File: config.mk
export PLATFORM = sky130hd
export DESIGN_NAME = cltc_trim_ctrl
export DESIGN_NICKNAME = d
export VERILOG_FILES = /design/src/logic/cltc_pkg.sv /design/src/logic/cltc_trim_ctrl.sv
export VERILOG_INCLUDE_DIRS = /design/src /design/src/logic
export SDC_FILE = /design/constraint.sdc
export NUM_CORES = 1
export LEC_CHECK = 0
export BUFFER_PORTS_ARGS = -buffer_cell sky130_fd_sc_hd__buf_2
export CORE_MARGIN = 2
export CORE_UTILIZATION = 56
export DETAILED_ROUTE_END_ITERATION = 6
export PLACE_DENSITY = 0.81
export SYNTH_ARGS = -nofsm -noshare
export SYNTH_HDL_FRONTEND = slang
export SYNTH_SLANG_ARGS = --single-unit
File: constraint.sdc
create_clock -name clk_sys -period 3.48 [get_ports clk_sys]
set_input_delay 0 -clock clk_sys [delete_from_list [all_inputs] [get_ports clk_sys]]
set_output_delay 0 -clock clk_sys [all_outputs]
set_load 0.01 [all_outputs]
File: src/logic/cltc_map.svh
/*
  Constants of the closed-loop trim controller: codes, widths, timing.
  Assumes it is included by the design file.
*/
// Contract
// - Each interval, closed-loop channels measure, compare, adjust
// - Setpoint per channel comes from non-volatile storage
// - Compare gives +1, -1 or 0
// - Nonzero result steps trim by one, polarity-aware
// - Zero result keeps trim unchanged
// - Two-bit rate selects 432us/1.06ms/8.74ms/16.9ms
// - Channel n measured only through monitor n
// - Enable low starts all closed-loop channels together
// - Static and host-written channels ignore enable
// - Enable high: finish current cycle, then suspend
// - Suspended DACs keep last code indefinitely
// - Re-enable continues from retained trim values
// - Profile pins not both low suspend loop
// - Profile back to zero with enable resumes
// - Enable tied low starts after power-on
// - Trim registers start at 80h
// - Host writes load the trim register
// - Closed loop only in profile zero, per-channel mode
// - Reset command returns trims to 80h, restarts (code resets closed-loop channels' trims only)
// - Lock reasserts only after post-reset trim completes
`ifndef CLTC_MAP_SVH
`define CLTC_MAP_SVH
`define CLTC_CLK_MHZ 200
`define CLTC_T0_NS 432000
`define CLTC_T1_NS 1060000
`define CLTC_T2_NS 8740000
`define CLTC_T3_NS 16900000
// Divide first: the slowest interval times the clock overflows int
`define CLTC_CYC(ns) (((ns) / 1000) * `CLTC_CLK_MHZ)
`define CLTC_TRIM_RST 8'h80
`define CLTC_TRIM_MIN 8'h00
`define CLTC_TRIM_MAX 8'hFF
`define CLTC_MODE_REG0 2'h0
`define CLTC_MODE_I2C 2'h1
`define CLTC_MODE_CLT 2'h2
`define CLTC_PROF0 2'h0
`endif

File: src/logic/cltc_pkg.sv
/*
  Types for the closed-loop trim controller.
  Assumes nothing beyond the map header.
*/
package cltc_pkg;
  typedef enum logic [3:0] {
    ST_IDLE = 4'h1,
    ST_WAIT = 4'h2,
    ST_CONV = 4'h4,
    ST_STEP = 4'h8
  } cltc_state_e;
endpackage : cltc_pkg

File: src/logic/cltc_trim_ctrl.sv
/*
  Closed-loop trim controller: interval timer, per-channel compare and step of
  the trim registers, pause by enable and profile pins, lock indication.
  Assumes an ADC that converts one monitor per request with a done pulse, and
  setpoints, polarity and mode held stable by non-volatile configuration.
*/
`timescale 1ns/1ps
`include "cltc_map.svh"
module cltc_trim_ctrl #(
  parameter int NCH = 6,
  parameter int AW = 10,
  parameter int T0_CYC = `CLTC_CYC(`CLTC_T0_NS),
  parameter int T1_CYC = `CLTC_CYC(`CLTC_T1_NS),
  parameter int T2_CYC = `CLTC_CYC(`CLTC_T2_NS),
  parameter int T3_CYC = `CLTC_CYC(`CLTC_T3_NS)
) (
  // Clock and reset
  input wire logic clk_sys,
  input wire logic rst_n,
  // Pins
  input wire logic loop_enable_n,
  input wire logic profile_select_lsb,
  input wire logic profile_select_msb,
  input wire logic reset_cmd,
  output logic trim_lock_alert,
  // Configuration
  input wire logic [1:0] update_rate,
  input wire logic [NCH*2-1:0] chan_mode,
  input wire logic [NCH-1:0] chan_polarity,
  input wire logic [NCH*AW-1:0] setpoint,
  // Host preload
  input wire logic host_wr,
  input wire logic [2:0] host_chan,
  input wire logic [7:0] host_data,
  // ADC
  output logic adc_req,
  output logic [2:0] adc_chan,
  input wire logic adc_done,
  input wire logic [AW-1:0] adc_data,
  // Trim codes
  output logic [NCH*8-1:0] trim_code,
  output logic loop_active
);

  localparam int CW = $clog2(T3_CYC + 1);

  typedef struct packed {
    cltc_pkg::cltc_state_e st;
    logic [CW-1:0] tmr;
    logic [2:0] ch;
    logic [1:0] cmp;
    logic lock;
    logic [NCH*8-1:0] trim;
  } cltc_reg_s;

  cltc_reg_s r_q;
  cltc_reg_s r_d;
  logic [1:0] rs_q;
  logic rst_s_n;

  // Two-stage reset release
  // Assertion stays asynchronous; only the release is staged
  always_ff @(posedge clk_sys or negedge rst_n) begin
    if (!rst_n) begin
      rs_q <= 2'h0;
    end else begin
      rs_q <= {rs_q[0], 1'b1};
    end
  end
  assign rst_s_n = rs_q[1];

  // One less than the count: the zero state is a cycle of its own
  function automatic logic [CW-1:0] rate_cyc(input logic [1:0] r);
    unique case (r)
      2'h0: rate_cyc = CW'(T0_CYC - 1);
      2'h1: rate_cyc = CW'(T1_CYC - 1);
      2'h2: rate_cyc = CW'(T2_CYC - 1);
      2'h3: rate_cyc = CW'(T3_CYC - 1);
    endcase
  endfunction : rate_cyc

  // Three-valued compare: 01 = +1, 11 = -1, 00 = 0
  function automatic logic [1:0] tri_cmp(input logic [AW-1:0] sp, input logic [AW-1:0] m);
    tri_cmp = (sp > m) ? 2'h1 : ((sp < m) ? 2'h3 : 2'h0);
  endfunction : tri_cmp

  function automatic logic is_clt(input logic [NCH*2-1:0] md, input logic [2:0] c);
    is_clt = (md[c*2 +: 2] == `CLTC_MODE_CLT);
  endfunction : is_clt

  logic run_ok;
  logic any_clt;
  logic [7:0] cur;
  logic up;

  // Loop runs only with enable low and profile zero
  assign run_ok = !loop_enable_n && ({profile_select_msb, profile_select_lsb} == `CLTC_PROF0);

  always_comb begin
    any_clt = 1'b0;
    for (int i = 0; i < NCH; i++) begin
      any_clt = any_clt | (chan_mode[i*2 +: 2] == `CLTC_MODE_CLT);
    end
  end

  assign cur = r_q.trim[r_q.ch*8 +: 8];
  // A set polarity bit inverts the sense of the error
  assign up = (r_q.cmp == 2'h1) ^ chan_polarity[r_q.ch];

  always_comb begin
    r_d = r_q;
    // Host preload; the loop's own step in the same cycle yields to it
    if (host_wr && host_chan < 3'(NCH)) begin
      r_d.trim[host_chan*8 +: 8] = host_data;
    end
    unique case (r_q.st)
      cltc_pkg::ST_IDLE: begin
        // Retained trim values are reused, never reloaded here
        if (run_ok && any_clt) begin
          r_d.st = cltc_pkg::ST_WAIT;
          r_d.tmr = rate_cyc(update_rate);
        end
      end
      cltc_pkg::ST_WAIT: begin
        // Pins are honoured only between passes: here, in idle and at the last channel's step
        if (!run_ok) begin
          r_d.st = cltc_pkg::ST_IDLE;
        end else if (r_q.tmr == '0) begin
          r_d.st = cltc_pkg::ST_CONV;
          r_d.ch = 3'h0;
        end else begin
          r_d.tmr = r_q.tmr - CW'(1);
        end
      end
      cltc_pkg::ST_CONV: begin
        // Pins are not looked at here so the cycle completes
        if (!is_clt(chan_mode, r_q.ch)) begin
          r_d.cmp = 2'h0;
          r_d.st = cltc_pkg::ST_STEP;
        end else if (adc_done) begin
          r_d.cmp = tri_cmp(setpoint[r_q.ch*AW +: AW], adc_data);
          r_d.st = cltc_pkg::ST_STEP;
        end
      end
      cltc_pkg::ST_STEP: begin
        // Saturate, not wrap: a wrap would swing the supply end to end
        if (r_q.cmp != 2'h0 && !(host_wr && host_chan == r_q.ch)) begin
          if (up && cur != `CLTC_TRIM_MAX) begin
            r_d.trim[r_q.ch*8 +: 8] = cur + 8'h01;
          end else if (!up && cur != `CLTC_TRIM_MIN) begin
            r_d.trim[r_q.ch*8 +: 8] = cur - 8'h01;
          end
        end
        if (r_q.ch == 3'(NCH - 1)) begin
          r_d.lock = 1'b1;
          r_d.st = run_ok ? cltc_pkg::ST_WAIT : cltc_pkg::ST_IDLE;
          r_d.tmr = rate_cyc(update_rate);
        end else begin
          r_d.ch = r_q.ch + 3'h1;
          r_d.st = cltc_pkg::ST_CONV;
        end
      end
      default: r_d.st = cltc_pkg::ST_IDLE;
    endcase
    // Reset command: closed-loop trims back to bipolar zero, lock drops until a full pass
    if (reset_cmd) begin
      r_d.st = cltc_pkg::ST_IDLE;
      r_d.lock = 1'b0;
      r_d.tmr = '0;
      r_d.ch = 3'h0;
      r_d.cmp = 2'h0;
      for (int i = 0; i < NCH; i++) begin
        if (chan_mode[i*2 +: 2] == `CLTC_MODE_CLT) begin
          r_d.trim[i*8 +: 8] = `CLTC_TRIM_RST;
        end
      end
    end
  end

  always_ff @(posedge clk_sys or negedge rst_s_n) begin
    if (!rst_s_n) begin
      r_q.st <= cltc_pkg::ST_IDLE;
      r_q.tmr <= '0;
      r_q.ch <= 3'h0;
      r_q.cmp <= 2'h0;
      r_q.lock <= 1'b0;
      r_q.trim <= {NCH{`CLTC_TRIM_RST}};
    end else begin
      r_q <= r_d;
    end
  end

  // Codes hold whatever they last were while suspended
  assign trim_code = r_q.trim;
  assign trim_lock_alert = r_q.lock;
  assign adc_req = (r_q.st == cltc_pkg::ST_CONV) && is_clt(chan_mode, r_q.ch);
  assign adc_chan = r_q.ch;
  assign loop_active = (r_q.st != cltc_pkg::ST_IDLE);

  // Host and reset strobes win over the loop, so checks step aside for them
  property p_start;
    @(posedge clk_sys) disable iff (!rst_s_n)
      (r_q.st == cltc_pkg::ST_IDLE && run_ok && any_clt && !reset_cmd)
      |=> r_q.st == cltc_pkg::ST_WAIT;
  endproperty
  a_start: assert property (p_start) else $error("loop did not start");

  property p_pause;
    @(posedge clk_sys) disable iff (!rst_s_n)
      (r_q.st == cltc_pkg::ST_WAIT && !run_ok && !reset_cmd) |=> r_q.st == cltc_pkg::ST_IDLE;
  endproperty
  a_pause: assert property (p_pause) else $error("loop not suspended");

  property p_zero_hold;
    @(posedge clk_sys) disable iff (!rst_s_n)
      (r_q.st == cltc_pkg::ST_STEP && r_q.cmp == 2'h0 && !host_wr && !reset_cmd)
      |=> $stable(trim_code);
  endproperty
  a_zero_hold: assert property (p_zero_hold) else $error("trim moved on zero");

  property p_idle_hold;
    @(posedge clk_sys) disable iff (!rst_s_n)
      (r_q.st == cltc_pkg::ST_IDLE && !host_wr && !reset_cmd) |=> $stable(trim_code);
  endproperty
  a_idle_hold: assert property (p_idle_hold) else $error("trim moved while idle");

  property p_reset_cmd;
    @(posedge clk_sys) disable iff (!rst_s_n)
      reset_cmd |=> !trim_lock_alert && r_q.st == cltc_pkg::ST_IDLE;
  endproperty
  a_reset_cmd: assert property (p_reset_cmd) else $error("reset command ignored");

  property p_lock;
    @(posedge clk_sys) disable iff (!rst_s_n)
      $rose(trim_lock_alert) |-> $past(r_q.st) == cltc_pkg::ST_STEP;
  endproperty
  a_lock: assert property (p_lock) else $error("lock without completed pass");

  property p_step_one;
    @(posedge clk_sys) disable iff (!rst_s_n)
      (r_q.st == cltc_pkg::ST_STEP && r_q.cmp != 2'h0 && !host_wr && !reset_cmd && up
       && cur != `CLTC_TRIM_MAX) |=> trim_code[$past(r_q.ch)*8 +: 8] == $past(cur) + 8'h01;
  endproperty
  a_step_one: assert property (p_step_one) else $error("trim step not one");

  property p_host;
    @(posedge clk_sys) disable iff (!rst_s_n)
      (host_wr && host_chan < 3'(NCH) && !reset_cmd)
      |=> trim_code[$past(host_chan)*8 +: 8] == $past(host_data);
  endproperty
  a_host: assert property (p_host) else $error("host preload lost");

  property p_adc_chan;
    @(posedge clk_sys) disable iff (!rst_s_n)
      (adc_req && adc_done && !reset_cmd)
      |=> r_q.cmp == tri_cmp($past(setpoint[adc_chan*AW +: AW]), $past(adc_data));
  endproperty
  a_adc_chan: assert property (p_adc_chan) else $error("wrong monitor");

  property p_adc_hold;
    @(posedge clk_sys) disable iff (!rst_s_n)
      (adc_req && !adc_done && !reset_cmd) |=> adc_req && adc_chan == $past(adc_chan);
  endproperty
  a_adc_hold: assert property (p_adc_hold) else $error("monitor request dropped");

  property p_step_down;
    @(posedge clk_sys) disable iff (!rst_s_n)
      (r_q.st == cltc_pkg::ST_STEP && r_q.cmp != 2'h0 && !host_wr && !reset_cmd && !up
       && cur != `CLTC_TRIM_MIN) |=> trim_code[$past(r_q.ch)*8 +: 8] == $past(cur) - 8'h01;
  endproperty
  a_step_down: assert property (p_step_down) else $error("trim step down not one");

  property p_sat_max;
    @(posedge clk_sys) disable iff (!rst_s_n)
      (r_q.st == cltc_pkg::ST_STEP && r_q.cmp != 2'h0 && !host_wr && !reset_cmd && up
       && cur == `CLTC_TRIM_MAX) |=> trim_code[$past(r_q.ch)*8 +: 8] == `CLTC_TRIM_MAX;
  endproperty
  a_sat_max: assert property (p_sat_max) else $error("trim wrapped above max");

  property p_sat_min;
    @(posedge clk_sys) disable iff (!rst_s_n)
      (r_q.st == cltc_pkg::ST_STEP && r_q.cmp != 2'h0 && !host_wr && !reset_cmd && !up
       && cur == `CLTC_TRIM_MIN) |=> trim_code[$past(r_q.ch)*8 +: 8] == `CLTC_TRIM_MIN;
  endproperty
  a_sat_min: assert property (p_sat_min) else $error("trim wrapped below min");

  property p_static;
    @(posedge clk_sys) disable iff (!rst_s_n)
      (r_q.st == cltc_pkg::ST_STEP && !is_clt(chan_mode, r_q.ch) && !host_wr && !reset_cmd)
      |=> $stable(trim_code);
  endproperty
  a_static: assert property (p_static) else $error("static channel stepped");

  property p_finish;
    @(posedge clk_sys) disable iff (!rst_s_n)
      (r_q.st == cltc_pkg::ST_CONV && !reset_cmd)
      |=> r_q.st == cltc_pkg::ST_CONV || r_q.st == cltc_pkg::ST_STEP;
  endproperty
  a_finish: assert property (p_finish) else $error("pass cut short");

  property p_tmr;
    @(posedge clk_sys) disable iff (!rst_s_n)
      (r_q.st == cltc_pkg::ST_WAIT && run_ok && r_q.tmr != '0 && !reset_cmd)
      |=> r_q.st == cltc_pkg::ST_WAIT && r_q.tmr == $past(r_q.tmr) - CW'(1);
  endproperty
  a_tmr: assert property (p_tmr) else $error("interval count skipped");

  property p_reload;
    @(posedge clk_sys) disable iff (!rst_s_n)
      (r_q.st == cltc_pkg::ST_STEP && r_q.ch == 3'(NCH - 1) && run_ok && !reset_cmd)
      |=> r_q.st == cltc_pkg::ST_WAIT && r_q.tmr == rate_cyc($past(update_rate));
  endproperty
  a_reload: assert property (p_reload) else $error("interval not reloaded");

  property p_reset_trim;
    @(posedge clk_sys) disable iff (!rst_s_n)
      (reset_cmd && is_clt(chan_mode, 3'h0)) |=> trim_code[7:0] == `CLTC_TRIM_RST;
  endproperty
  a_reset_trim: assert property (p_reset_trim) else $error("trim not reset");

  property p_lock_hold;
    @(posedge clk_sys) disable iff (!rst_s_n)
      (trim_lock_alert && !reset_cmd) |=> trim_lock_alert;
  endproperty
  a_lock_hold: assert property (p_lock_hold) else $error("lock dropped by pause");

  property p_ch_order;
    @(posedge clk_sys) disable iff (!rst_s_n)
      (r_q.st == cltc_pkg::ST_STEP && r_q.ch != 3'(NCH - 1) && !reset_cmd)
      |=> r_q.st == cltc_pkg::ST_CONV && r_q.ch == $past(r_q.ch) + 3'h1;
  endproperty
  a_ch_order: assert property (p_ch_order) else $error("channel skipped");

  property p_host_range;
    @(posedge clk_sys) disable iff (!rst_s_n)
      (r_q.st == cltc_pkg::ST_IDLE && host_wr && host_chan >= 3'(NCH) && !reset_cmd)
      |=> $stable(trim_code);
  endproperty
  a_host_range: assert property (p_host_range) else $error("write to absent channel");

  property p_idle_quiet;
    @(posedge clk_sys) disable iff (!rst_s_n)
      (r_q.st == cltc_pkg::ST_IDLE && !reset_cmd && !(run_ok && any_clt)) |=> !loop_active;
  endproperty
  a_idle_quiet: assert property (p_idle_quiet) else $error("left idle while paused");

endmodule : cltc_trim_ctrl

**After elaboration in Yosys (flattened, before gate mapping)**

Index checks and enable logic that the tools add are counted.

- Eq/ne operators: 28
- $add $sub $neg: 6
- Reduce and logical (&&, ||, !) cells: 26
- Bitwise operators: 6
- Multiply operators: 1
- Shift operators: 8
- Muxes and demuxes: 39
- Magnitude comparators: 4

Operators by type and width:

| operator | count |
|---|---|
| 48-bit 2-to-1 mux | 4 |
| 48-bit bitwise mux | 3 |
| 8-bit by 34-bit variable part select with 48-bit output | 3 |
| 8-bit by 34-bit variable shift with 48-bit output (first input constant) | 2 |
| 22-bit case mux with 4 select lines | 1 |
| 80-bit 2-to-1 mux | 1 |
| 6-bit negator with 34-bit output | 2 |
| 22-bit case mux with 3 select lines | 1 |
| 60-bit by 8-bit variable part select with 10-bit output | 1 |
| 49-bit 2-to-1 mux | 1 |
| 8-bit 2-to-1 mux | 6 |
| 48-bit by 7-bit variable part select with 8-bit output | 1 |
| 22-bit 2-to-1 mux | 2 |
| 26-bit 2-to-1 mux | 1 |
| 25-bit 2-to-1 mux | 1 |
| 22-bit zero test | 1 |
| 22-bit by 1-bit subtractor with 22-bit output (second input constant) | 1 |
| 3-bit inequality test (second input constant) | 7 |
| 2-bit equality test (second input constant) | 9 |
| 4-bit 2-to-1 mux | 4 |
| 4-bit case mux with 4 select lines | 1 |
| 2-bit 2-to-1 mux | 6 |
| 12-bit by 5-bit variable part select with 2-bit output | 1 |
| 10-bit greater-than comparator | 1 |
| 34 further kinds | 57 |

- Logic and storage cells: 125
- Bits in registers: 82

**Longest topological paths before layout**

Gate-level depths: netlist of run 1.

- Word-level depth: 11
- Depth in mapped cells: 16
- Mapped depth without buffers: 11

**Least setup slack after synthesis of run 1**

No wires, ideal clock.

- Path kind: register -> register
- Start: register r_q, in the netlist adc_chan[0]
- End: register r_q[49] in the netlist's numbering
- Library setup time: 0.078 ns
- Cell stages (with the launch flop): 17
- Buffers on the path: 6
- Data arrival time: 3.780 ns
- Required time: 3.402 ns
- Period minus slack after synthesis: 3.859 ns
- Setup slack: -0.379 ns
- Path through: dfrtp_1 buf_6 buf_2 buf_2 buf_1 buf_2 buf_2 mux2i_1 o21ai_0 ha_1 a21o_1 a21o_1 a21oi_1 nor2_1 a2111oi_0 o21ai_0 a21oi_1

- Longest elaborated chain between the ends: 9
- Elaborated cells on any way between the ends: 14

Ends and longest elaborated chain:

| item | line | source |
|---|---|---|
| start, declared | cltc_trim_ctrl.sv:56 | `cltc_reg_s r_q;` |
| start signal, assigned | cltc_trim_ctrl.sv:189 | `r_q <= r_d;` |
| 3-bit by 3-bit multiplier with 6-bit output | cltc_trim_ctrl.sv:141 | `r_d.cmp = tri_cmp(setpoint[r_q.ch*AW +: AW], adc_data);` |
| 60-bit by 8-bit variable part select with 10-bit output | cltc_trim_ctrl.sv:141 |  |
| 10-bit less-than comparator | cltc_trim_ctrl.sv:84 | `tri_cmp = (sp > m) ? 2'h1 : ((sp < m) ? 2'h3 : 2'h0);` |
| 2-bit 2-to-1 mux (2 in series) | cltc_trim_ctrl.sv:84 |  |
| 2-bit 2-to-1 mux | cltc_trim_ctrl.sv:140 | `end else if (adc_done) begin` |
| 2-bit 2-to-1 mux | cltc_trim_ctrl.sv:137 | `if (!is_clt(chan_mode, r_q.ch)) begin` |
| 2-bit 2-to-1 mux | cltc_trim_ctrl.sv:116 | `unique case (r_q.st)` |
| 80-bit 2-to-1 mux | cltc_trim_ctrl.sv:166 | `if (reset_cmd) begin` |

Parallel ways exist; a longest one is shown, timed or not. The select of a mux whose other input is x is not followed.
A chain may end at the register's enable or synchronous reset.

==> impl_metrics.csv, run 1 <==
group,metric,value,unit
global_routing,grt_overflow,0,
power,leakage,3.88,nW
critical_path,ff2ff_path_depth,15,
clocking,root_buffer,"clkbuf_16",
cells_and_area,regArea,2070,um^2
timing,slew_headroom,30.0,%
floorplanning,die_area,14100,um^2
global_routing,track_usage,34.4,%
logic_synthesis,ys_types,72,
power,power.density,411,nW/um^2
clocking,clock_sinks,82,
power,p_seq_share,37.3,%
power,p_sw_share,35.5,%
drt,antenna_left,0,
cells_and_area,diodes,0,
timing,fin_setup_tns,0,ps
cells_and_area,nets,1133,
placed_design,dpl.hpwl,18.2,mm
timing,slew_viol_final,0,
drt,first_pass_iters,6,
logic_synthesis,ys_warn_count,0,
critical_path,critical_path_class,"reg -> reg",
floorplanning,rows,41,
timing,max_freq,0.308,GHz
cells_and_area,area_growth,16.7,%
timing,finalClockSkew,8.16,ps
logic_synthesis,synth_cells,871,
drt,drt-total-wl,24.1,mm
timing,worstMarginPinSlew,1050,ps
global_routing,grt_pass1_vias,7161,
timing,hold_violations,0,
critical_path,cp-end-kind,"flop",
placed_design,gp_congestion,0.981,
critical_path,slowest_stage,"dfrtp_4",
global_routing,antenna_found_initial,1,
power,ir_drop,0.463,mV
placed_design,port_buffers,162,
critical_path,cp_cell_sequence,"buf_12 -> mux2i_1 -> nor2_1 -> nor3_1 -> inv_1 -> ha_1 -> o2111ai_1 -> buf_4 -> inv_1 -> a21oi_1 -> buf_4 -> o21ai_1 -> buf_4 -> a21o_1 -> a31oi_1",
drt,drc,0,
critical_path,cp.depth,15,
global_routing,grt_pass1_wl,38.3,mm
clocking,cts_buffer_depth,2,
job,maxCapViolCount,0,
clocking,cts_setup_buffers,0,
critical_path,r2r-end,"trim_code[1]$_DFF_PN0_",
critical_path,cpPeakStageDelay,610,ps
floorplanning,core,12700,um^2
critical_path,r2r_setup_slack,240,ps
clocking,clk_latency,360,ps
hold_path,hp-start,"host_data[6]",
drt,wl_per_cell,20.5,um
critical_path,critPathTopFamily,"buffers and inverters",
timing,finalCritPeriodShare,93.2,%
drt,drt-initial-drc-count,779,
clocking,cts_max_level,3,
power,intPower,2.29,mW
critical_path,critPathLaunchType,"flop",
floorplanning,start_util,58.0,%
logic_synthesis,synth_area,7370,um^2
clocking,numCtsBuffers,9,
timing,layout_min_cycle_time,3240,ps
hold_path,min_to,"trim_code[6]$_DFF_PN0_",
cells_and_area,filler_cell_count,1118,
floorplanning,io_pins,163,
logic_synthesis,ys.flop_type,"dfrtp_1",
timing,setup_viol,0,
cells_and_area,drive_gt1_share,28.4,%
timing,rsz0062_at_grt,"false",
hold_path,worstHoldPathType,"in -> reg",
logic_synthesis,synthArstFlopShare,100,%
hold_path,whs_path_depth,3,
power,clockPowerShare,32.1,%
critical_path,worstPathMaxFanout,25,
critical_path,r2r-start,"adc_chan[0]$_DFFE_PN0P_",
drt,via_count,7554,
clocking,cts.clk_slew.worst_paths,60,ps
power,power.total,3.54,mW
logic_synthesis,syn_area_per_cell,8.47,um^2
cells_and_area,final_core_util,67.6,%
logic_synthesis,yosysSeqAreaShare,27.9,%
logic_synthesis,synth_edf_count,0,
critical_path,cp.required,3760,ps
global_routing,grt_max_degree,81,
logic_synthesis,ys_ff_latch,82,
status,status,"complete, no violations",
power,power_switching,1.26,mW
logic_synthesis,syn_nets,1004,
critical_path,crit_path_frequent_cell,"buf_4",
critical_path,arrival,3520,ps
cells_and_area,multi_input_area,4630,um^2
drt,viasPerCell,6.42,
power,p_comb_share,30.5,%
critical_path,critPathBufInv,6,
floorplanning,chipWidth,119,um
clocking,cts_tree,"done",
floorplanning,dieHeight,119,um
## state kept, by name (all words and copies together) (netlist names)
register	count
trim_lock_alert	1
rs_q	2
r_q	28
trim_code	48
adc_chan	3
## worst reg2reg max path: cells and delay by family (launching register included)
family                     cells  cell delay [ps]
muxes                          1              260
AOI/OAI and AO/OA              5              680
DFF                            1              610
adders and majority gates      1              240
and+or+nand+nor                2              360
buffers and inverters          6             1020
## worst max path at each step
stage | startpoint | to | slack, ps
global placement | adc_chan[0]$_DFFE_PN0P_ | r_q[49]$_DFFE_PN0P_ | 200
global route | adc_chan[0]$_DFFE_PN0P_ | trim_code[40]$_DFF_PN0_ | 20
floorplan | adc_chan[0]$_DFFE_PN0P_ | r_q[49]$_DFFE_PN0P_ | 9
finish | adc_chan[0]$_DFFE_PN0P_ | trim_code[1]$_DFF_PN0_ | 240
CTS | adc_chan[0]$_DFFE_PN0P_ | r_q[49]$_DFFE_PN0P_ | 130
detailed placement | adc_chan[0]$_DFFE_PN0P_ | r_q[49]$_DFFE_PN0P_ | 170
## through the flow
stage          hold WS [ps]  std cells  cell area, um^2  setup slack (ps)
2_1_floorplan          -296        871             7380              9.01
3_3_place_gp           -214       1157             8210               201
3_5_place_dp           -213       1157             8210               170
4_1_cts                33.2       1177             8590               134
5_1_grt                70.5       1177             8610              21.1
6_report               47.3       1177             8610               238
## logic make-up (layout without fill, tap and decap cells)
kind of cell	Yosys count	in the layout	synth area share (%)
buffers and inverters	126	260	9.47
adders and majority gates	24	24	4.07
DFF	82	82	27.9
and+or+nand+nor	277	277	18.3
other	1	1	0.0509
AOI/OAI and AO/OA	250	250	22.7
muxes	91	91	14.9
xor gates and xnor gates	20	20	2.48
## area by class of cell
type	instances	area share [%]
Inverter	29	1.26
Clock inverter	7	1.44
Timing Repair Buffer	215	14.4
Clock buffer	9	2.62
Multi-Input combinational cell	663	53.8
Tap cell	172	2.50
Sequential cell	82	24.0
## synthesized netlist by cell type, types with 5 or more instances
master    number  area [um^2]
a211oi_1      15          113
a21o_1         9         67.6
a21oi_1       46          230
a221oi_1       6         52.6
a22oi_1        9         67.6
a31oi_1       16          100
and2_1        13         81.3
buf_2          6         30.0
buf_4         54          405
clkbuf_1      31          116
dfrtp_1       75         1880
dfstp_2        7          184
ha_1          24          300
inv_1         28          105
mux2_2        19          214
mux2i_1       58          581
mux4_2        13          293
nand2_1       53          199
nand2b_1      13         81.3
nand3_1        9         45.0
nand3b_1       5         37.5
nand4_1        9         56.3
nor2_1        93          349
nor2b_1       19          119
nor3_1        28          140
nor4_1         8         50.1
o21a_1         5         37.5
o21ai_0       63          315
o21bai_1       5         37.5
o221ai_1       5         43.8
o22a_1        11         96.3
o22ai_1       17          106
o31ai_1        8         60.1
o32ai_1        5         43.8
or2_2          5         31.3
or3_1          5         31.3
xnor2_1       15          131
## placed cells by master (no fill, tap or decap), types with 6 or more instances in the layout
cell type | synthesis | layout
a21oi_1 | 46 | 45
and2_1 | 13 | 13
mux2i_1 | 58 | 58
a221oi_1 | 6 | 6
buf_4 | 54 | 46
inv_1 | 28 | 28
nor2b_1 | 19 | 19
o21ai_0 | 63 | 63
nand4_1 | 9 | 9
a22oi_1 | 9 | 9
o22ai_1 | 17 | 17
a31oi_1 | 16 | 16
o31ai_1 | 8 | 8
dfrtp_1 | 75 | 73
nor3_1 | 28 | 28
ha_1 | 24 | 24
nand2_1 | 53 | 53
nor2_1 | 93 | 93
xnor2_1 | 15 | 15
nand3_1 | 9 | 9
mux2_2 | 19 | 19
buf_2 | 6 | 162
a211oi_1 | 15 | 15
a21o_1 | 9 | 9
clkbuf_16 | 0 | 9
o22a_1 | 11 | 11
mux4_2 | 13 | 13
dfstp_2 | 7 | 7
nand2b_1 | 13 | 13
nor4_1 | 8 | 8
## power groups by stage
stage          clock (mW)  sequential [mW]  combinational [mW]
6_report             1.14             1.32                1.08
5_1_grt              1.18             1.35                1.19
3_5_place_dp            0             1.33                1.05
3_3_place_gp            0             1.33                1.03
2_1_floorplan           0             1.27               0.794
4_1_cts              1.14             1.32                1.06
## per-layer routing
| metal | wire length, um | track usage (%) |
|---|---|---|
| met1 | 9970 | 46.7 |
| met4 | 850 | 16.1 |
| met2 | 10700 | 52.9 |
| met5 | 13 | 0 |
| met3 | 2560 | 6.61 |
## what timing repair did
action                                  CTS  global route
endpoints found under the setup margin    0            14
endpoints found under the hold margin     4             0
gates resized for setup                   0             3
hold buffers                              4             0
No activity file was read; power rests on OpenSTA's default activity.
==> run 2: changes to the inputs <==
--- a/config.mk
+++ b/config.mk
@@ -9,2 +9,3 @@
 export BUFFER_PORTS_ARGS = -buffer_cell sky130_fd_sc_hd__buf_2
+export CAP_MARGIN = 30
 export CORE_MARGIN = 2
==> constraint.sdc (replaced) <==
create_clock -name clk_sys -period 3.48 [get_ports clk_sys]
set_input_delay 0.174 -clock clk_sys [delete_from_list [all_inputs] [get_ports clk_sys]]
set_output_delay 0.174 -clock clk_sys [all_outputs]
set_load 0.01 [all_outputs]
==> run 2 against run 1 <==
Against the previous run:
- global-route usage shrank 0.12 points
- utilization increased by 0.16 points
- sequential power about the same
- first-iteration DRC count up 9.9%
==> impl_metrics.csv, run 2 (same netlist as run 1, synthesis figures left out) <==
group,metric,value,unit
floorplanning,dieHeight,119,um
clocking,cts_tree,"done",
cells_and_area,layout.cells.most_common,"buf_2",
timing,finalCritPeriodShare,94.6,%
drt,via_count,7611,
critical_path,endpoint,"trim_code[43]$_DFF_PN0_",
clocking,clock_sinks,82,
critical_path,cp-startpoint,"adc_chan[0]$_DFFE_PN0P_",
power,leakage,3.90,nW
clocking,cts_setup_buffers,0,
drt,wl_met1,9.95,mm
critical_path,r2r-start,"adc_chan[0]$_DFFE_PN0P_",
cells_and_area,final_cell_mix,"buf_2, nor2_1, dfrtp_1",
timing,slew_headroom,53.3,%
status,status,"complete, no violations",
timing,worstMarginPinSlew,695,ps
cells_and_area,drive_gt1_share,28.9,%
drt,drt-initial-drc-count,856,
clocking,cts_max_level,3,
power,clockPowerShare,31.4,%
power,power_switching,1.24,mW
power,intPower,2.29,mW
cells_and_area,area_growth,17.0,%
timing,setup_viol,0,
floorplanning,chipWidth,119,um
placed_design,gp_congestion,1.00,
placed_design,port_buffers,162,
global_routing,grt_max_degree,42,
power,p_comb_share,31.2,%
global_routing,track_usage,34.3,%
clocking,cts.clk_slew.worst_paths,60,ps
clocking,cts_buffer_depth,2,
job,maxCapViolCount,0,
drt,wl_met3,2.50,mm
drt,antenna_left,0,
critical_path,r2r_setup_slack,190,ps
timing,hold_ws,93.9,ps
timing,finalClockSkew,5.52,ps
critical_path,ff2ff_path_depth,9,
timing,slew_viol_final,0,
power,power.total,3.53,mW
global_routing,grt_pass1_vias,7153,
timing,rsz0062_at_grt,"false",
floorplanning,io_pins,163,
clocking,root_buffer,"clkbuf_16",
global_routing,grt_overflow,0,
critical_path,critical_path_class,"reg -> reg",
floorplanning,die_area,14100,um^2
timing,hold_violations,0,
cells_and_area,nets,1136,
critical_path,cp_cell_sequence,"buf_4 -> mux4_2 -> o21a_1 -> nor3_1 -> and4_1 -> a211oi_1 -> o31a_2 -> nor3_2 -> o32ai_1",
clocking,numCtsBuffers,9,
floorplanning,core,12700,um^2
cells_and_area,largest_register_ffs,48,
drt,drc,0,
drt,met2_length,10.8,mm
cells_and_area,filler_cell_count,1084,
drt,viasPerCell,6.45,
global_routing,antenna_found_initial,0,
critical_path,r2r-end,"trim_code[43]$_DFF_PN0_",
timing,fin_setup_tns,0,ps
drt,drt-total-wl,24.2,mm
critical_path,cp.required,3690,ps
timing,max_freq,0.304,GHz
drt,first_pass_iters,6,
critical_path,cpPeakStageDelay,560,ps
hold_path,hp-start,"adc_done",
power,power.density,409,nW/um^2
global_routing,grt_pass1_wl,38.2,mm
critical_path,cp-end-kind,"flop",
power,p_seq_share,37.3,%
cells_and_area,diodes,0,
timing,layout_min_cycle_time,3290,ps
critical_path,critPathLaunchType,"flop",
drt,highest_layer,"met4",
floorplanning,rows,41,
critical_path,slowest_stage,"dfrtp_4",
floorplanning,start_util,58.0,%
drt,wl_per_cell,20.5,um
power,p_sw_share,35.1,%
critical_path,worstPathMaxFanout,13,
hold_path,worstHoldPathType,"in -> reg",
placed_design,dpl.hpwl,18.4,mm
clocking,clk_latency,360,ps
critical_path,arrival,3500,ps
power,ir_drop,0.433,mV
==> run 2: routing by layer <==
metal | vias up | GRT usage, %
met2 | 481 | 52.9
met4 | 0 | 15.0
met3 | 97 | 7.43
met1 | 3602 | 46.3
met5 | - | 0
li1 | 3431 | -
==> run 2: how the worst min path moves through the flow <==
stage | slack [ps] | cells after the start | endpoint
floorplan | -120 | 0 | rs_q[0]$_DFF_PN0_
global placement | -40 | 1 | rs_q[0]$_DFF_PN0_
detailed placement | -40 | 1 | rs_q[0]$_DFF_PN0_
CTS | 90 | 2 | r_q[78]$_DFFE_PN0P_
global route | 90 | 2 | r_q[78]$_DFFE_PN0P_
finish | 90 | 2 | r_q[78]$_DFFE_PN0P_
==> run 2: through the flow <==
| step | worst slack, ps | cells | cell area (um^2) | utilization, % |
|---|---|---|---|---|
| 4_1_cts | 39.5 | 1180 | 8610 | 67.7 |
| 6_report | 188 | 1180 | 8630 | 67.8 |
| 5_1_grt | 20.5 | 1180 | 8630 | 67.8 |
| 3_5_place_dp | 126 | 1163 | 8260 | 64.9 |
| 3_3_place_gp | 234 | 1162 | 8240 | 64.8 |
| 2_1_floorplan | 9.01 | 871 | 7380 | - |
==> run 2: worst max-delay path, delay by kind of cell, from the launching register on <==
family                 cells  cell delay (ps)
muxes                      1              560
DFF                        1              560
buffers and inverters      1              220
AOI/OAI and AO/OA          4              850
and+or+nand+nor            3              950
==> run 2: what timing repair did <==
item / 4_1_cts / 5_1_grt
gates resized for setup: 0 / 5
hold buffers: 1 / 0
endpoints found under the setup margin: 0 / 17
hold endpoints to repair: 2 / 0
==> run 2: cell type report <==
| class | count | area [um^2] | share of cell area, % |
|---|---|---|---|
| multi-input cells | 663 | 4640 | 53.7 |
| flip-flops and latches | 82 | 2070 | 24.0 |
| repair buffers | 218 | 1260 | 14.6 |
| clock buffers | 11 | 233 | 2.70 |
| well taps | 172 | 215 | 2.49 |
| inverters | 29 | 109 | 1.26 |
| clock inverters | 5 | 103 | 1.19 |
==> run 2: power by group through the flow <==
stage / combinational [mW] / sequential [mW] / clock [mW]
2_1_floorplan: 0.794 / 1.27 / 0
6_report: 1.10 / 1.32 / 1.11
3_3_place_gp: 1.04 / 1.33 / 0
5_1_grt: 1.21 / 1.34 / 1.15
3_5_place_dp: 1.07 / 1.33 / 0
4_1_cts: 1.08 / 1.31 / 1.11
==> run 3: changes to the inputs <==
CORE_MARGIN = 5   (was 2)
==> run 3 against run 2 <==
Against the previous run:
- first-iteration DRC count decreased by 21%
- via count decreased by 3.1%
- critical endpoint unchanged
- design area decreased by 0.73%
- fmax increased by 0.27%
- sequential power about the same
- routed wire length increased by 2.0%
- global-route usage decreased by 3.2 points
==> impl_metrics.csv, run 3 (same netlist as run 1, synthesis figures left out) <==
group,metric,value,unit
global_routing,grt_max_degree,60,
power,power.total,3.40,mW
hold_path,whs_path_depth,2,
power,p_comb_share,31.9,%
drt,drt-initial-drc-count,680,
timing,rsz0062_at_grt,"false",
clocking,numCtsBuffers,9,
timing,worstMarginPinSlew,664,ps
timing,hold_violations,0,
power,leakage,3.86,nW
cells_and_area,area_growth,16.1,%
critical_path,critPathBufInv,1,
drt,drc,0,
power,power.density,397,nW/um^2
placed_design,dpl_worst_slack,201,ps
critical_path,critical_path_class,"reg -> reg",
clocking,cts.clk_slew.worst_paths,70,ps
drt,drt-total-wl,24.7,mm
critical_path,critPathTopFamily,"compound AO/OA/AOI/OAI gates",
power,ir_drop,0.467,mV
floorplanning,chipWidth,125,um
critical_path,cpPeakStageDelay,610,ps
cells_and_area,final_cell_mix,"buf_2, nor2_1, dfrtp_1",
clocking,root_buffer,"clkbuf_16",
hold_path,hp-start,"adc_done",
timing,hold_ws,56.5,ps
drt,viasPerCell,6.26,
global_routing,grt_pass1_vias,7214,
drt,via_count,7376,
global_routing,antenna_found_initial,0,
drt,first_pass_iters,6,
critical_path,worstPathMaxFanout,6,
critical_path,r2r_setup_slack,200,ps
cells_and_area,drive_gt1_share,28.4,%
floorplanning,start_util,56.3,%
timing,fin_setup_tns,0,ps
drt,antenna_left,0,
critical_path,critPathLaunchType,"flop",
critical_path,r2r-end,"trim_code[43]$_DFF_PN0_",
clocking,cts_tree,"done",
cells_and_area,filler_cell_count,1129,
critical_path,cp_cell_sequence,"or2_2 -> o22ai_1 -> nor2_1 -> clkinv_1 -> ha_1 -> o2111ai_1 -> o41ai_4 -> nor2_1 -> o31a_2 -> nor3_2 -> o32ai_1",
global_routing,grt_overflow,0,
floorplanning,die_area,15600,um^2
clocking,clock_sinks,82,
timing,max_freq,0.305,GHz
timing,finalCritPeriodShare,94.3,%
floorplanning,rows,42,
critical_path,slowest_stage,"o41ai_4",
timing,slew_viol_final,0,
power,p_seq_share,38.7,%
critical_path,arrival,3500,ps
cells_and_area,design_area,8560,um^2
floorplanning,dieHeight,125,um
power,p_sw_share,37.0,%
timing,layout_min_cycle_time,3280,ps
timing,finalClockSkew,6.22,ps
cells_and_area,layout.cells.most_common,"buf_2",
floorplanning,io_pins,163,
placed_design,gp_congestion,1.05,
clocking,cts_max_level,3,
cells_and_area,largest_register_ffs,48,
drt,wl_per_cell,21.0,um
floorplanning,core,13100,um^2
power,power_switching,1.26,mW
cells_and_area,nets,1130,
critical_path,cp.required,3700,ps
critical_path,crit_path_frequent_cell,"nor2_1",
job,maxCapViolCount,0,
placed_design,dpl.hpwl,18.9,mm
power,intPower,2.14,mW
timing,setup_ws,197,ps
critical_path,r2r-start,"adc_chan[2]$_DFFE_PN0P_",
hold_path,worstHoldPathType,"in -> reg",
status,status,"complete, no violations",
clocking,clk_latency,360,ps
placed_design,port_buffers,162,
timing,setup_viol,0,
power,clockPowerShare,29.4,%
critical_path,cp-end-kind,"flop",
hold_path,min_to,"r_q[78]$_DFFE_PN0P_",
cells_and_area,diodes,0,
global_routing,grt_pass1_wl,39.0,mm
timing,slew_headroom,55.4,%
clocking,cts_buffer_depth,2,
placed_design,placed_area,8240,um^2
global_routing,track_usage,31.1,%
critical_path,ff2ff_path_depth,11,
-- run 3: changes by cell type in the layout (fill, tap and decap cells not counted), moves of 2 or more --
cell / before / now
clkinvlp_4: 1 / 3
bufinv_16: 3 / 1
buf_4: 52 / 45
clkbuf_1: 2 / 0
-- run 3: area by class of cell --
| class | count | area, um^2 | area share, % |
|---|---|---|---|
| inverters | 29 | 109 | 1.27 |
| multi-input cells | 663 | 4630 | 54.0 |
| repair buffers | 212 | 1240 | 14.5 |
| flip-flops and latches | 82 | 2070 | 24.2 |
| clock inverters | 7 | 77.6 | 0.906 |
| well taps | 176 | 220 | 2.57 |
| clock buffers | 9 | 225 | 2.63 |
-- run 3: what timing repair did --
action / CTS / global route
endpoints found under the hold margin: 2 / 0
endpoints found under the setup margin: 0 / 6
setup buffers: 0 / 1
resized for setup: 0 / 1
hold buffers: 1 / 0
-- run 3: worst max-delay path by stage --
stage / from / endpoint / slack [ps] / cells after the start
3_5_place_dp: adc_chan[0]$_DFFE_PN0P_ / trim_code[43]$_DFF_PN0_ / 200 / 11
4_1_cts: adc_chan[0]$_DFFE_PN0P_ / r_q[49]$_DFFE_PN0P_ / 150 / 12
2_1_floorplan: adc_chan[0]$_DFFE_PN0P_ / r_q[49]$_DFFE_PN0P_ / 9 / 14
5_1_grt: adc_chan[2]$_DFFE_PN0P_ / trim_code[43]$_DFF_PN0_ / 2 / 11
3_3_place_gp: adc_chan[0]$_DFFE_PN0P_ / r_q[49]$_DFFE_PN0P_ / 270 / 12
6_report: adc_chan[2]$_DFFE_PN0P_ / trim_code[43]$_DFF_PN0_ / 200 / 11
-- run 3: per-stage QoR --
step | instances | util (%)
finish | 1178 | 65.4
global route | 1178 | 65.4
CTS | 1177 | 65.3
detailed placement | 1160 | 62.9
global placement | 1159 | 62.7
floorplan | 871 | -
-- run 3: per-layer routing --
layer	global-route usage, %	part of all wire [%]	up-vias
met2	48.3	46	430
met3	8.70	9.9	62
li1	-	-	3402
met1	41.5	40	3482
met5	0	0	-
met4	11.5	3.6	0
-- run 3: power by group through the flow --
stage                     combinational (mW)  sequential [mW]  clock [mW]
after detailed placement                1.07             1.32           0
final                                   1.09             1.32        1.00
after floorplan                        0.794             1.27           0
after CTS                               1.08             1.31        1.00
after global placement                  1.03             1.33           0
after global routing                    1.21             1.34        1.06
